$ cat config.mk
export PLATFORM = sky130hd
export DESIGN_NAME = wdcc_top
export DESIGN_NICKNAME = d
export VERILOG_FILES = /design/src/hw/wdcc_pkg.sv /design/src/hw/wdcc_tick_if.sv /design/src/hw/wdcc_top.sv /design/src/hw/wdcc_prescaler.sv
export SDC_FILE = /design/constraint.sdc
export NUM_CORES = 1
export LEC_CHECK = 0
export ABC_CLOCK_PERIOD_IN_PS = 1700
export BUFFER_PORTS_ARGS = -buffer_cell sky130_fd_sc_hd__buf_2
export CAP_MARGIN = 0
export CORE_ASPECT_RATIO = 1.5
export CORE_MARGIN = 1.5
export CORE_UTILIZATION = 39
export DETAILED_ROUTE_END_ITERATION = 8
export GPL_ROUTABILITY_DRIVEN = 0
export SYNTH_ARGS = -nofsm -noshare
export SYNTH_HDL_FRONTEND = slang
export SYNTH_HIERARCHICAL = 1
export SYNTH_SLANG_ARGS = --single-unit
export TNS_END_PERCENT = 5
$ cat constraint.sdc
create_clock -name i_clk -period 1.7 [get_ports i_clk]
set_clock_uncertainty 0.1 [all_clocks]
set_input_delay 0.17 -clock i_clk [delete_from_list [all_inputs] [get_ports i_clk]]
set_output_delay 0.17 -clock i_clk [all_outputs]
set_load 0.01 [all_outputs]
$ cat src/hw/wdcc_pkg.sv
// package: constants and types for the watchdog counter control block
package wdcc_pkg;
   localparam int WDCC_CNT_W = 8;
   localparam logic [7:0] WDCC_CNT_RST = 8'h00;
   localparam logic [7:0] WDCC_CNT_MAX = 8'hFF;
   localparam int WDCC_MAIN_DIV = 4;
   localparam int WDCC_SUB_DIV = 16;
   localparam logic WDCC_CTRL_RST = 1'b0;
   localparam logic WDCC_ACT_NMI = 1'b0;
   localparam logic WDCC_ACT_RESET = 1'b1;
endpackage

$ cat src/hw/wdcc_tick_if.sv
// interface: prescaler tick handshake between divider and counter
`timescale 1ns/1ps
interface wdcc_tick_if;
   logic sel_sub;
   logic tick;
   modport src (input sel_sub, output tick);
   modport dst (output sel_sub, input tick);
endinterface

$ cat src/hw/wdcc_top.sv
// top: 8-bit watchdog / interval counter with control bits
//
// What this block does
// - run bit set: count selected prescaler ticks
// - run cleared: stop and zero, unless sub
// - sub selected: stop keeps count; write zero
// - select zero: count main-clock prescaler ticks
// - select one: count sub-clock prescaler ticks
// - overflow raises reset or NMI request
// - action bit zero: overflow requests NMI
`timescale 1ns/1ps
module wdcc_top
   import wdcc_pkg::*;
#(
   parameter int MAIN_DIV = WDCC_MAIN_DIV,
   parameter int SUB_DIV = WDCC_SUB_DIV
) (
   input wire logic i_clk,
   input wire logic i_resetn,
   input wire logic i_sub_clk_en,
   input wire logic i_count_run_bit,
   input wire logic i_sub_clock_prescaler_select,
   input wire logic i_overflow_action_reset,
   input wire logic i_count_write,
   input wire logic [7:0] i_count_wdata,
   output logic [7:0] o_watchdog_count_value,
   output logic o_reset_req,
   output logic o_nmi_req
);
   // ------------------------------------------------------------
   // reset release and pin synchronisers
   // ------------------------------------------------------------
   // async assert, sync release: every flop reset by rstn leaves reset together
   logic [1:0] rst_sync_q;
   logic rstn;
   always_ff @(posedge i_clk or negedge i_resetn) begin
      if (!i_resetn) begin
         rst_sync_q <= 2'h0;
      end else begin
         rst_sync_q <= {rst_sync_q[0], 1'b1};
      end
   end
   assign rstn = rst_sync_q[1];

   // sub clock enable comes from another domain's pin
   logic [1:0] sub_sync_q;
   always_ff @(posedge i_clk or negedge rstn) begin
      if (!rstn) begin
         sub_sync_q <= 2'h0;
      end else begin
         sub_sync_q <= {sub_sync_q[0], i_sub_clk_en};
      end
   end

   // ------------------------------------------------------------
   // state
   // ------------------------------------------------------------
   typedef struct packed {
      logic [7:0] cnt;
      logic rst_req;
      logic nmi_req;
   } wdcc_st_t;
   wdcc_st_t s_q, s_d;

   wdcc_tick_if tk ();
   // select read live: a switch takes effect at the next divider end
   assign tk.sel_sub = i_sub_clock_prescaler_select;

   wdcc_prescaler #(.MAIN_DIV(MAIN_DIV), .SUB_DIV(SUB_DIV)) u_ps (
      .i_clk(i_clk),
      .i_rstn(rstn),
      .i_sub_en(sub_sync_q[1]),
      .tk(tk)
   );

   logic ovf;
   // a stopped counter parked at FF must never raise a request
   assign ovf = i_count_run_bit && tk.tick && (s_q.cnt == WDCC_CNT_MAX);

   // ------------------------------------------------------------
   // counter and overflow action
   // ------------------------------------------------------------
   always_comb begin
      s_d = s_q;
      s_d.rst_req = 1'b0;
      s_d.nmi_req = 1'b0;
      if (i_count_write) begin
         // software write wins over a tick in the same cycle
         s_d.cnt = i_count_wdata;
      end else if (i_count_run_bit) begin
         if (tk.tick) begin
            s_d.cnt = s_q.cnt + 8'h01;
         end
      end else if (!i_sub_clock_prescaler_select) begin
         s_d.cnt = WDCC_CNT_RST;
      end
      if (ovf && !i_count_write) begin
         if (i_overflow_action_reset == WDCC_ACT_RESET) begin
            s_d.rst_req = 1'b1;
         end else begin
            s_d.nmi_req = 1'b1;
         end
      end
   end

   always_ff @(posedge i_clk or negedge rstn) begin
      if (!rstn) begin
         s_q <= '0;
      end else begin
         s_q <= s_d;
      end
   end

   assign o_watchdog_count_value = s_q.cnt;
   assign o_reset_req = s_q.rst_req;
   assign o_nmi_req = s_q.nmi_req;

   // ------------------------------------------------------------
   // checks
   // ------------------------------------------------------------
   AST_RUN_INC: assert property (@(posedge i_clk) disable iff (!rstn)
      (i_count_run_bit && tk.tick && !i_count_write)
      |=> o_watchdog_count_value == 8'($past(s_q.cnt) + 8'h01))
      else $error("count did not advance on tick");
   AST_STOP_CLR: assert property (@(posedge i_clk) disable iff (!rstn)
      (!i_count_run_bit && !i_sub_clock_prescaler_select && !i_count_write)
      |=> o_watchdog_count_value == 8'h00)
      else $error("stopped main counter not cleared");
   AST_SUB_HOLD: assert property (@(posedge i_clk) disable iff (!rstn)
      (!i_count_run_bit && i_sub_clock_prescaler_select && !i_count_write)
      |=> $stable(o_watchdog_count_value))
      else $error("stopped sub counter changed");
   AST_WRITE: assert property (@(posedge i_clk) disable iff (!rstn)
      i_count_write |=> o_watchdog_count_value == $past(i_count_wdata))
      else $error("count write lost");
   AST_MAIN_SEL: assert property (@(posedge i_clk) disable iff (!rstn)
      (tk.tick && !$past(i_sub_clock_prescaler_select))
      |-> $past(u_ps.s_q.main_cnt) == 16'(MAIN_DIV - 1))
      else $error("main tick off divider");
   AST_SUB_SEL: assert property (@(posedge i_clk) disable iff (!rstn)
      (tk.tick && $past(i_sub_clock_prescaler_select))
      |-> $past(u_ps.s_q.sub_cnt) == 16'(SUB_DIV - 1))
      else $error("sub tick off divider");
   AST_OVF_ONE: assert property (@(posedge i_clk) disable iff (!rstn)
      !(o_reset_req && o_nmi_req))
      else $error("both overflow requests raised");
   AST_NMI: assert property (@(posedge i_clk) disable iff (!rstn)
      (ovf && !i_count_write && !i_overflow_action_reset)
      |=> o_nmi_req && !o_reset_req && o_watchdog_count_value == 8'h00)
      else $error("overflow did not request NMI");
   AST_RST: assert property (@(posedge i_clk) disable iff (!rstn)
      (ovf && !i_count_write && i_overflow_action_reset)
      |=> o_reset_req && !o_nmi_req && o_watchdog_count_value == 8'h00)
      else $error("overflow did not request reset");

   // ------------------------------------------------------------
   // checks: counting and stopping
   // ------------------------------------------------------------
   // no tick and no write: the count must not creep
   AST_RUN_WAIT: assert property (@(posedge i_clk) disable iff (!rstn)
      (i_count_run_bit && !tk.tick && !i_count_write)
      |=> $stable(o_watchdog_count_value))
      else $error("count moved without a tick");
   AST_STOP_QUIET: assert property (@(posedge i_clk) disable iff (!rstn)
      !i_count_run_bit |=> !o_reset_req && !o_nmi_req)
      else $error("stopped counter raised a request");

   // ------------------------------------------------------------
   // checks: prescaler divide and select
   // ------------------------------------------------------------
   AST_MAIN_RANGE: assert property (@(posedge i_clk) disable iff (!rstn)
      u_ps.s_q.main_cnt < 16'(MAIN_DIV))
      else $error("main divider out of range");
   AST_MAIN_STEP: assert property (@(posedge i_clk) disable iff (!rstn)
      (u_ps.s_q.main_cnt != 16'(MAIN_DIV - 1))
      |=> u_ps.s_q.main_cnt == 16'($past(u_ps.s_q.main_cnt) + 16'h0001))
      else $error("main divider skipped a step");
   AST_MAIN_WRAP: assert property (@(posedge i_clk) disable iff (!rstn)
      (u_ps.s_q.main_cnt == 16'(MAIN_DIV - 1))
      |=> u_ps.s_q.main_cnt == 16'h0000)
      else $error("main divider did not wrap");
   AST_MAIN_GATE: assert property (@(posedge i_clk) disable iff (!rstn)
      (!i_sub_clock_prescaler_select
       && u_ps.s_q.main_cnt != 16'(MAIN_DIV - 1)) |=> !tk.tick)
      else $error("main tick before divider end");
   AST_SUB_RANGE: assert property (@(posedge i_clk) disable iff (!rstn)
      u_ps.s_q.sub_cnt < 16'(SUB_DIV))
      else $error("sub divider out of range");
   // the sub divider must freeze while the sub clock is parked
   AST_SUB_FROZEN: assert property (@(posedge i_clk) disable iff (!rstn)
      !sub_sync_q[1] |=> $stable(u_ps.s_q.sub_cnt))
      else $error("sub divider ran without enable");
   AST_SUB_STEP: assert property (@(posedge i_clk) disable iff (!rstn)
      (sub_sync_q[1] && u_ps.s_q.sub_cnt != 16'(SUB_DIV - 1))
      |=> u_ps.s_q.sub_cnt == 16'($past(u_ps.s_q.sub_cnt) + 16'h0001))
      else $error("sub divider skipped a step");
   AST_SUB_WRAP: assert property (@(posedge i_clk) disable iff (!rstn)
      (sub_sync_q[1] && u_ps.s_q.sub_cnt == 16'(SUB_DIV - 1))
      |=> u_ps.s_q.sub_cnt == 16'h0000)
      else $error("sub divider did not wrap");
   AST_SUB_GATE: assert property (@(posedge i_clk) disable iff (!rstn)
      (i_sub_clock_prescaler_select
       && u_ps.s_q.sub_cnt != 16'(SUB_DIV - 1)) |=> !tk.tick)
      else $error("sub tick before divider end");
   AST_SUB_IDLE: assert property (@(posedge i_clk) disable iff (!rstn)
      (i_sub_clock_prescaler_select && !sub_sync_q[1]) |=> !tk.tick)
      else $error("sub tick while sub clock idle");

   // ------------------------------------------------------------
   // checks: overflow requests
   // ------------------------------------------------------------
   // a request with no overflow behind it would reset the chip at random
   AST_REQ_PULSE: assert property (@(posedge i_clk) disable iff (!rstn)
      (o_reset_req || o_nmi_req) |=> !o_reset_req && !o_nmi_req)
      else $error("overflow request held too long");
   AST_NMI_CAUSE: assert property (@(posedge i_clk) disable iff (!rstn)
      o_nmi_req |-> $past(ovf) && !$past(i_count_write)
         && !$past(i_overflow_action_reset))
      else $error("NMI request without overflow");
   AST_RST_CAUSE: assert property (@(posedge i_clk) disable iff (!rstn)
      o_reset_req |-> $past(ovf) && !$past(i_count_write)
         && $past(i_overflow_action_reset))
      else $error("reset request without overflow");
endmodule

$ cat src/hw/wdcc_prescaler.sv
// prescaler: main-clock and sub-clock derived tick sources
`timescale 1ns/1ps
module wdcc_prescaler
   import wdcc_pkg::*;
#(
   parameter int MAIN_DIV = WDCC_MAIN_DIV,
   parameter int SUB_DIV = WDCC_SUB_DIV
) (
   input wire logic i_clk,
   input wire logic i_rstn,
   input wire logic i_sub_en,
   wdcc_tick_if.src tk
);
   typedef struct packed {
      logic [15:0] main_cnt;
      logic [15:0] sub_cnt;
      logic tick;
   } wdcc_ps_t;
   wdcc_ps_t s_q, s_d;

   always_comb begin
      s_d = s_q;
      s_d.tick = 1'b0;
      if (s_q.main_cnt == 16'(MAIN_DIV - 1)) begin
         s_d.main_cnt = 16'h0000;
         if (!tk.sel_sub) begin
            s_d.tick = 1'b1;
         end
      end else begin
         s_d.main_cnt = s_q.main_cnt + 16'h0001;
      end
      if (i_sub_en) begin
         if (s_q.sub_cnt == 16'(SUB_DIV - 1)) begin
            s_d.sub_cnt = 16'h0000;
            if (tk.sel_sub) begin
               s_d.tick = 1'b1;
            end
         end else begin
            s_d.sub_cnt = s_q.sub_cnt + 16'h0001;
         end
      end
   end

   always_ff @(posedge i_clk or negedge i_rstn) begin
      if (!i_rstn) begin
         s_q <= '0;
      end else begin
         s_q <= s_d;
      end
   end

   assign tk.tick = s_q.tick;
endmodule

==> flow_metrics.env, run 1 <==
export IMPL_status="complete, no violations"
export IMPL_period_minus_slack_ns=1.58
export IMPL_startpoint="u_ps/s_q[2]"
export IMPL_startpoint_type="flip-flop"
export IMPL_final_max_slew_viol_count=0
export IMPL_power_density_mw_per_mm2=925
export IMPL_grt_pass1_vias=1682
export IMPL_drive_gt1_share_pct=21.0
export IMPL_dp_hpwl_um=3060
export IMPL_die_w_um=65.7
export IMPL_grt_first_pass_wirelength_um=7580
export IMPL_hold_class="in2reg"
export IMPL_cts_sinks=47
export IMPL_layout_setup_ws_ns=0.123
export IMPL_maxCapViolations=0
export IMPL_syn_inst=217
export IMPL_cts_tree="built"
export IMPL_power_leakage_nw=1.26
export IMPL_fp_dieH_um=97.1
export IMPL_crit_slowest_cell="dfrtp_1"
export IMPL_yosysMostFrequentCell="dfrtp_1"
export IMPL_synth_enable_flop_cells=0
export IMPL_ys_seq_area_share_pct=51.1
export IMPL_routed_via_density=5.13
export IMPL_vias=1687
export IMPL_clkTransAtPathRegs_ns=0.10
export IMPL_drt_antenna_violating_nets=0
export IMPL_drt_iter0_drc=60
export IMPL_yosys_warnings=6
export IMPL_ys_seq_elements=47
export IMPL_track_usage_pct=15.0
export IMPL_yosys_top_cells_count="47 x dfrtp_1, 25 x nand2_1, 19 x xnor2_1"
export IMPL_wirelength_um=4330
export IMPL_yosysUniqueCellTypes=42
export IMPL_place_port_buffers=24
export IMPL_dpl_cell_area_mm2=0.00252
export IMPL_core_area_mm2=0.00574
export IMPL_crit_fanout=4
export IMPL_routedWlPerCell_um=13.2
export IMPL_timing_rr_start="u_ps/s_q[2]"
export IMPL_syn_nets=235
export IMPL_setup_violations=0
export IMPL_clockBufferDepth=2
export IMPL_grt_max_degree=33
export IMPL_synthTopCellsByArea="dfrtp_1 51%, xnor2_1 7.2%, nand2_1 4.1%, xor2_1 3.8%, nand3_1 2.8%"
export IMPL_synth_top_cell_area_share_pct=51.1
export IMPL_finalPower_mw=2.54
export IMPL_cp_arrival_ns=1.66
export IMPL_grt_overflow=0
export IMPL_min_period_over_period_pct=92.8
export IMPL_crit_buf_inv=0
export IMPL_area_growth_pct=19.2
export IMPL_crit_family="simple AND/OR/NAND/NOR gates"
export IMPL_worstSetupEndpointType="flip-flop"
export IMPL_antenna_found_initial=0
export IMPL_dieArea_mm2=0.00638
export IMPL_max_freq_mhz=634
export IMPL_ir_drop_mv=0.513
export IMPL_synth_top_cell_by_area="dfrtp_1"
export IMPL_critical_path_class="reg2reg"
export IMPL_synthArstFlopShare_pct=100
export IMPL_drc=0
export IMPL_postCtsSetupRepairBufs=0
export IMPL_setup_tns_ns=0
export IMPL_holdCritStartpoint="i_count_wdata[4]"
export IMPL_drtPass1Iterations=5
export IMPL_required_ns=1.78
export IMPL_avgSynthCellArea_um2=10.6
export IMPL_slowest_delay_ns=0.40
export IMPL_crit_chain="ha_1 -> nor4b_2 -> nand4_1 -> o211ai_1 -> o21ai_0"
export IMPL_clk_latency_ns=0.30
export IMPL_hold_viol=0
export IMPL_initial_core_util_pct=40.1
export IMPL_io_pin_count=25
export IMPL_antenna_cells=0
export IMPL_ys_flop_type="dfrtp_1"
export IMPL_std_cell_rows=34
export IMPL_design_area_mm2=0.00274
export IMPL_nets=274
export IMPL_dp_slack_ns=0.0646
export IMPL_rsz0062_at_grt="false"
export IMPL_htree_levels=2
export IMPL_cts_root_buf="clkbuf_8"
export IMPL_cts_made_buffers=5
export IMPL_syn_cell_area_mm2=0.00230
worst reg2reg max path, stage by stage (launching register included):
cell      delay, ns
dfrtp_1        0.40
ha_1           0.22
nor4b_2        0.26
nand4_1        0.18
o211ai_1       0.19
o21ai_0        0.11
path summary, 6_finish.rpt:
path                       cells after the start                        end  slack, ns
max                                            5                u_ps/s_q[1]       0.12
min                                            2  o_watchdog_count_value[4]       0.01
max reg2reg                                    5                u_ps/s_q[1]       0.12
min reg2reg                                    0              sub_sync_q[1]       0.06
max in group asynchronous                      1               u_ps/s_q[12]       0.95
min in group asynchronous                      0              sub_sync_q[1]       0.06
final cells by class:
class,instances,area (µm²)
clock buffer,5,68.8
clock inverter,3,46.3
fill,554,3000
inverter,6,22.5
multi-input combinational,160,1090
sequential,47,1180
tap,72,90.1
timing repair buffer,36,248
cells in the final DEF (no fill, tap or decap), drive strengths merged, types with 2 or more instances in the layout:
| master | synthesis | final |
|---|---|---|
| dlygate4sd3 | 0 | 10 |
| a21oi | 5 | 5 |
| mux2i | 3 | 3 |
| buf | 3 | 26 |
| nand3 | 16 | 16 |
| nor3 | 7 | 7 |
| xnor2 | 19 | 19 |
| o21ai | 5 | 5 |
| clkbuf | 1 | 5 |
| inv | 6 | 7 |
| a31oi | 3 | 3 |
| nand4 | 9 | 9 |
| xor2 | 10 | 10 |
| nor2 | 13 | 13 |
| and2 | 3 | 3 |
| nor2b | 3 | 3 |
| nor4 | 9 | 9 |
| and3 | 11 | 11 |
| nand3b | 2 | 2 |
| and4 | 5 | 5 |
| ha | 3 | 3 |
| nand2 | 25 | 25 |
| nor4b | 2 | 2 |
| dfrtp | 47 | 47 |
| o211ai | 2 | 2 |
report_power, final:
part / total (mW) / leakage (nW) / internal [mW] / switching, mW
Sequential: 1.35 / 0.620 / 1.21 / 0.137
Clock: 0.837 / 0.0548 / 0.443 / 0.394
Combinational: 0.355 / 0.590 / 0.176 / 0.178
Total: 2.54 / 1.26 / 1.83 / 0.710
metrics by stage:
stage / instances / util, % / hold slack (ns)
CTS: 329 / 47.6 / 0.00145
global placement: 311 / 43.9 / -0.145
floorplan: 217 / - / -0.226
finish: 329 / 47.8 / 0.0121
detailed placement: 311 / 43.9 / -0.143
global route: 329 / 47.8 / 0.00607
metal layers:
layer / track usage, % / routed length, µm / up-vias
li1: - / - / 848
met1: 19.5 / 2010 / 794
met2: 24.6 / 2100 / 35
met3: 2.43 / 125 / 10
met4: 5.77 / 95 / 0
met5: 0 / 0 / -
kinds of logic after synthesis:
| logic type | synth area share (%) |
|---|---|
| other cells | 0.163 |
| mux | 1.31 |
| fa+ha+maj | 1.63 |
| simple gates | 26.9 |
| compound gates | 5.93 |
| buf+inv | 1.90 |
| xor+xnor | 11.0 |
| flops | 51.1 |
state kept, by name, summed over array words and instances, names as in the netlist:
signal,flops
u_ps/s_q,32
sub_sync_q,2
o_reset_req,1
o_watchdog_count_value,8
u_ps/tk.tick,1
rst_sync_q,2
o_nmi_req,1
repair_timing:
| item | 4_1_cts | 5_1_grt |
|---|---|---|
| gates resized for setup | 0 | 2 |
| setup endpoints to repair | 0 | 4 |
| endpoints found under the hold margin | 12 | 0 |
| hold buffers | 10 | 0 |
(Power assumes the default switching activity.)
==> inputs of run 2 (changes only) <==
SETUP_SLACK_MARGIN = 0.4   (was not set)
==> flow_metrics.env, run 2 (synthesis results as in run 1) <==
export IMPL_status="complete, no violations"
export IMPL_clk_latency_ns=0.29
export IMPL_crit_fanout=5
export IMPL_critical_path_class="reg2reg"
export IMPL_crit_family="simple AND/OR/NAND/NOR gates"
export IMPL_antenna_found_initial=0
export IMPL_hold_viol=0
export IMPL_rr_endpoint="u_ps/s_q[16]"
export IMPL_multi_input_area_mm2=0.00115
export IMPL_num_fill_cells=535
export IMPL_clockBufferDepth=2
export IMPL_core_area_mm2=0.00574
export IMPL_startpoint_type="flip-flop"
export IMPL_dieArea_mm2=0.00638
export IMPL_regArea_mm2=0.00118
export IMPL_vias=1732
export IMPL_ff2ff_setup_slack_ns=0.24
export IMPL_initial_core_util_pct=40.1
export IMPL_r2r_cells=5
export IMPL_hold_path_cell_count=3
export IMPL_htree_levels=2
export IMPL_grt_first_pass_wirelength_um=7960
export IMPL_cts_root_buf="clkbuf_8"
export IMPL_crit_chain="buf_4 -> nand4_2 -> nor2_4 -> nand4_1 -> xnor2_1"
export IMPL_drc=0
export IMPL_max_freq_mhz=685
export IMPL_cts_made_buffers=5
export IMPL_grt_overflow=0
export IMPL_cp_arrival_ns=1.54
export IMPL_ir_drop_mv=0.592
export IMPL_min_period_over_period_pct=85.9
export IMPL_place_port_buffers=24
export IMPL_dp_slack_ns=0.0773
export IMPL_routedWlPerCell_um=13.6
export IMPL_drtPass1Iterations=4
export IMPL_power_density_mw_per_mm2=927
export IMPL_top_register="u_ps/s_q"
export IMPL_cts_sinks=47
export IMPL_cts_tree="built"
export IMPL_fp_dieH_um=97.1
export IMPL_grt_max_degree=32
export IMPL_whs_endpoint="o_watchdog_count_value[3]"
export IMPL_power_leakage_nw=1.30
export IMPL_drive_gt1_share_pct=26.4
export IMPL_slowest_delay_ns=0.42
export IMPL_area_growth_pct=23.3
export IMPL_track_usage_pct=15.8
export IMPL_largest_reg_flops=32
export IMPL_crit_slowest_cell="dfrtp_1"
export IMPL_grt_pass1_vias=1781
export IMPL_required_ns=1.77
export IMPL_holdCritStartpoint="i_count_wdata[3]"
export IMPL_dp_hpwl_um=3190
export IMPL_layout_setup_ws_ns=0.240
export IMPL_final_common_cell="dfrtp_1"
export IMPL_routed_via_density=5.20
export IMPL_nets=278
export IMPL_final_cell_mix="44 x dfrtp_1, 25 x nand2_1, 24 x buf_2, 19 x xnor2_1, 13 x nand3_1"
export IMPL_wirelength_um=4530
export IMPL_crit_buf_inv=1
export IMPL_std_cell_rows=34
export IMPL_worstSetupEndpointType="flip-flop"
export IMPL_antenna_cells=0
export IMPL_hold_class="in2reg"
export IMPL_period_minus_slack_ns=1.46
export IMPL_setup_tns_ns=0
export IMPL_timing_rr_start="u_ps/s_q[2]"
export IMPL_drt_antenna_violating_nets=0
export IMPL_fin_util_pct=49.4
export IMPL_final_max_slew_viol_count=0
export IMPL_die_w_um=65.7
export IMPL_clkTransAtPathRegs_ns=0.09
export IMPL_io_pin_count=25
export IMPL_setup_violations=0
export IMPL_rsz0062_at_grt="true"
export IMPL_maxCapViolations=0
export IMPL_drt_iter0_drc=85
-- run 2: changes by cell type in the layout (fill, tap and decap cells not counted), sizes merged --
cell / delta
dlygate4sd3: -2
clkbuf: +1
buf: +6
clkinvlp: -1
-- run 2: routing by layer --
layer	vias to the layer above	wire [µm]	GRT usage (%)
met5	-	0	0
met4	0	71	4.81
met3	6	138	3.24
met2	28	2310	28.3
met1	839	2010	18.4
li1	859	-	-
-- run 2: how the worst max path moves through the flow --
stage	startpoint	end	slack, ns	depth (start not counted)
final	u_ps/s_q[2]	u_ps/s_q[16]	0.24	5
after global routing	u_ps/s_q[2]	u_ps/s_q[1]	0.12	5
after CTS	u_ps/s_q[2]	u_ps/s_q[1]	0.25	5
after detailed placement	u_ps/s_q[1]	u_ps/s_q[4]	0.08	5
after global placement	u_ps/s_q[1]	u_ps/s_q[1]	0.13	5
after floorplan	o_watchdog_count_value[0]	o_watchdog_count_value[4]	0.21	5
-- run 2: where the power goes --
part           switching (mW)  internal (mW)
combinational           0.201          0.227
sequential              0.144           1.21
clock                   0.365          0.483
-- run 2: layout make-up --
| cell class | count | area share, % |
|---|---|---|
| multi-input cells | 160 | 40.6 |
| flip-flops and latches | 47 | 41.6 |
| clock inverters | 2 | 1.37 |
| clock buffers | 6 | 2.91 |
| repair buffers | 40 | 9.61 |
| well taps | 72 | 3.17 |
| inverters | 6 | 0.794 |
-- run 2: per-stage QoR --
stage | hold slack [ns] | cells | power (mW) | area (µm²)
floorplan | -0.226 | 217 | 1.59 | 2300
finish | 0.0105 | 333 | 2.63 | 2840
detailed placement | -0.142 | 311 | 1.70 | 2520
global route | 0.0124 | 333 | 2.78 | 2840
CTS | 0.000980 | 333 | 2.66 | 2830
global placement | -0.144 | 311 | 1.69 | 2520
-- run 2: worst reg2reg max path, stage by stage, from the launching register on --
cell,delay (ns)
dfrtp_1,0.42
buf_4,0.14
nand4_2,0.17
nor2_4,0.22
nand4_1,0.14
xnor2_1,0.16
-- run 2: what timing repair did --
action	4_1_cts	5_1_grt
hold endpoints to repair	10	0
buffers inserted	6	0
pin swaps	4	0
hold buffers	8	0
resized for setup	14	1
endpoints found under the setup margin	35	37
==> inputs of run 3 (changes only) <==
CORE_ASPECT_RATIO = not set   (was 1.5)
SLEW_MARGIN = 20   (was not set)
==> flow_metrics.env, run 3 (synthesis results as in run 1) <==
export IMPL_post_place_cells=313
export IMPL_die_w_um=79.8
export IMPL_timing_rr_start="u_ps/s_q[1]"
export IMPL_std_cell_rows=27
export IMPL_cts_root_buf="clkbuf_8"
export IMPL_track_usage_pct=15.3
export IMPL_hold_class="in2reg"
export IMPL_num_fill_cells=521
export IMPL_wirelength_um=4560
export IMPL_final_common_cell="dfrtp_1"
export IMPL_routedWlPerCell_um=13.5
export IMPL_nets=282
export IMPL_grt_overflow=0
export IMPL_htree_levels=2
export IMPL_maxCapViolations=0
export IMPL_max_freq_mhz=652
export IMPL_top_layer="met4"
export IMPL_antenna_found_initial=0
export IMPL_met2WireLength_um=2090
export IMPL_setup_tns_ns=0
export IMPL_min_period_over_period_pct=90.3
export IMPL_clockBufferDepth=2
export IMPL_status="complete, no violations"
export IMPL_grt_first_pass_wirelength_um=7560
export IMPL_largest_reg_flops=32
export IMPL_layout_setup_ws_ns=0.166
export IMPL_finalPower_mw=2.44
export IMPL_top_register="u_ps/s_q"
export IMPL_period_minus_slack_ns=1.53
export IMPL_cts_made_buffers=5
export IMPL_wl_met3_um=145
export IMPL_final_max_slew_viol_count=0
export IMPL_rsz0062_at_grt="true"
export IMPL_cp_arrival_ns=1.61
export IMPL_wl_met1_um=2270
export IMPL_stdcell_count=337
export IMPL_setup_violations=0
export IMPL_initial_core_util_pct=41.0
export IMPL_startpoint="u_ps/s_q[1]"
export IMPL_core_area_mm2=0.00561
export IMPL_startpoint_type="flip-flop"
export IMPL_r2r_cells=5
export IMPL_ir_drop_mv=0.421
export IMPL_io_pin_count=25
export IMPL_ff2ff_setup_slack_ns=0.17
export IMPL_final_cell_mix="45 x dfrtp_1, 25 x nand2_1, 24 x buf_2, 19 x xnor2_1, 13 x nand3_1"
export IMPL_drc=0
export IMPL_grt_max_degree=24
export IMPL_drive_gt1_share_pct=25.7
export IMPL_drt_antenna_violating_nets=0
export IMPL_drtPass1Iterations=4
export IMPL_worstSetupEndpointType="flip-flop"
export IMPL_hold_slack_ns=0.0371
export IMPL_clk_latency_ns=0.30
export IMPL_area_growth_pct=21.5
export IMPL_dp_hpwl_um=3120
export IMPL_cts_sinks=47
export IMPL_vias=1721
export IMPL_cts_tree="built"
export IMPL_hold_viol=0
export IMPL_fp_dieH_um=79.8
export IMPL_place_port_buffers=24
export IMPL_dieArea_mm2=0.00637
export IMPL_endpoint="u_ps/s_q[1]"
export IMPL_power_density_mw_per_mm2=873
export IMPL_rr_endpoint="u_ps/s_q[1]"
export IMPL_antenna_cells=0
export IMPL_grt_pass1_vias=1636
export IMPL_critical_path_class="reg2reg"
export IMPL_drt_iter0_drc=82
export IMPL_required_ns=1.78
export IMPL_power_leakage_nw=1.29
export IMPL_dp_slack_ns=0.0563
export IMPL_clkTransAtPathRegs_ns=0.09
export IMPL_crit_fanout=4
export IMPL_routed_via_density=5.11
run 3: area by class of cell:
class | instances | area, µm² | share of cell area, %
Multi-Input combinational cell | 160 | 1130 | 40.3
Clock buffer | 7 | 76.3 | 2.73
Tap cell | 72 | 90.1 | 3.22
Timing Repair Buffer | 44 | 295 | 10.6
Sequential cell | 47 | 1180 | 42.2
Clock inverter | 1 | 5.00 | 0.179
Inverter | 6 | 22.5 | 0.806
run 3: metal layers:
layer	GRT usage (%)	vias up
met5	0	-
met4	5.17	0
met2	25.7	27
met1	19.6	824
met3	3.09	5
li1	-	865
run 3: metrics by stage:
| step | instance area (µm²) | util (%) |
|---|---|---|
| after global placement | 2520 | 45.0 |
| after CTS | 2780 | 49.6 |
| after global routing | 2800 | 49.8 |
| after detailed placement | 2520 | 45.0 |
| after floorplan | 2300 | - |
| final | 2800 | 49.8 |
run 3: worst min-delay path by stage:
stage	startpoint	end	depth (start not counted)
2_1_floorplan	i_resetn	rst_sync_q[0]	0
3_3_place_gp	i_resetn	rst_sync_q[0]	1
3_5_place_dp	i_resetn	rst_sync_q[0]	1
4_1_cts	i_sub_clock_prescaler_select	u_ps/tk.tick	2
5_1_grt	i_count_wdata[4]	o_watchdog_count_value[4]	2
6_report	i_sub_clock_prescaler_select	u_ps/tk.tick	2
run 3: report_power, final:
part | switching (mW) | total (mW) | internal (mW)
Clock | 0.361 | 0.651 | 0.289
Combinational | 0.209 | 0.441 | 0.231
Sequential | 0.140 | 1.35 | 1.21
run 3: worst max-delay path: stages (launching register included):
cell,delay (ns)
dfrtp_1,0.37
ha_2,0.21
nor4b_4,0.22
nand4_1,0.21
o211ai_1,0.22
o21ai_1,0.09
run 3: timing repair:
action                                 in CTS  in global routing
setup buffers                               5                  1
pin swaps                                   8                  1
setup endpoints to repair                  33                 37
endpoints found under the hold margin      12                  0
hold buffers                               10                  0
resized for setup                          10                  2
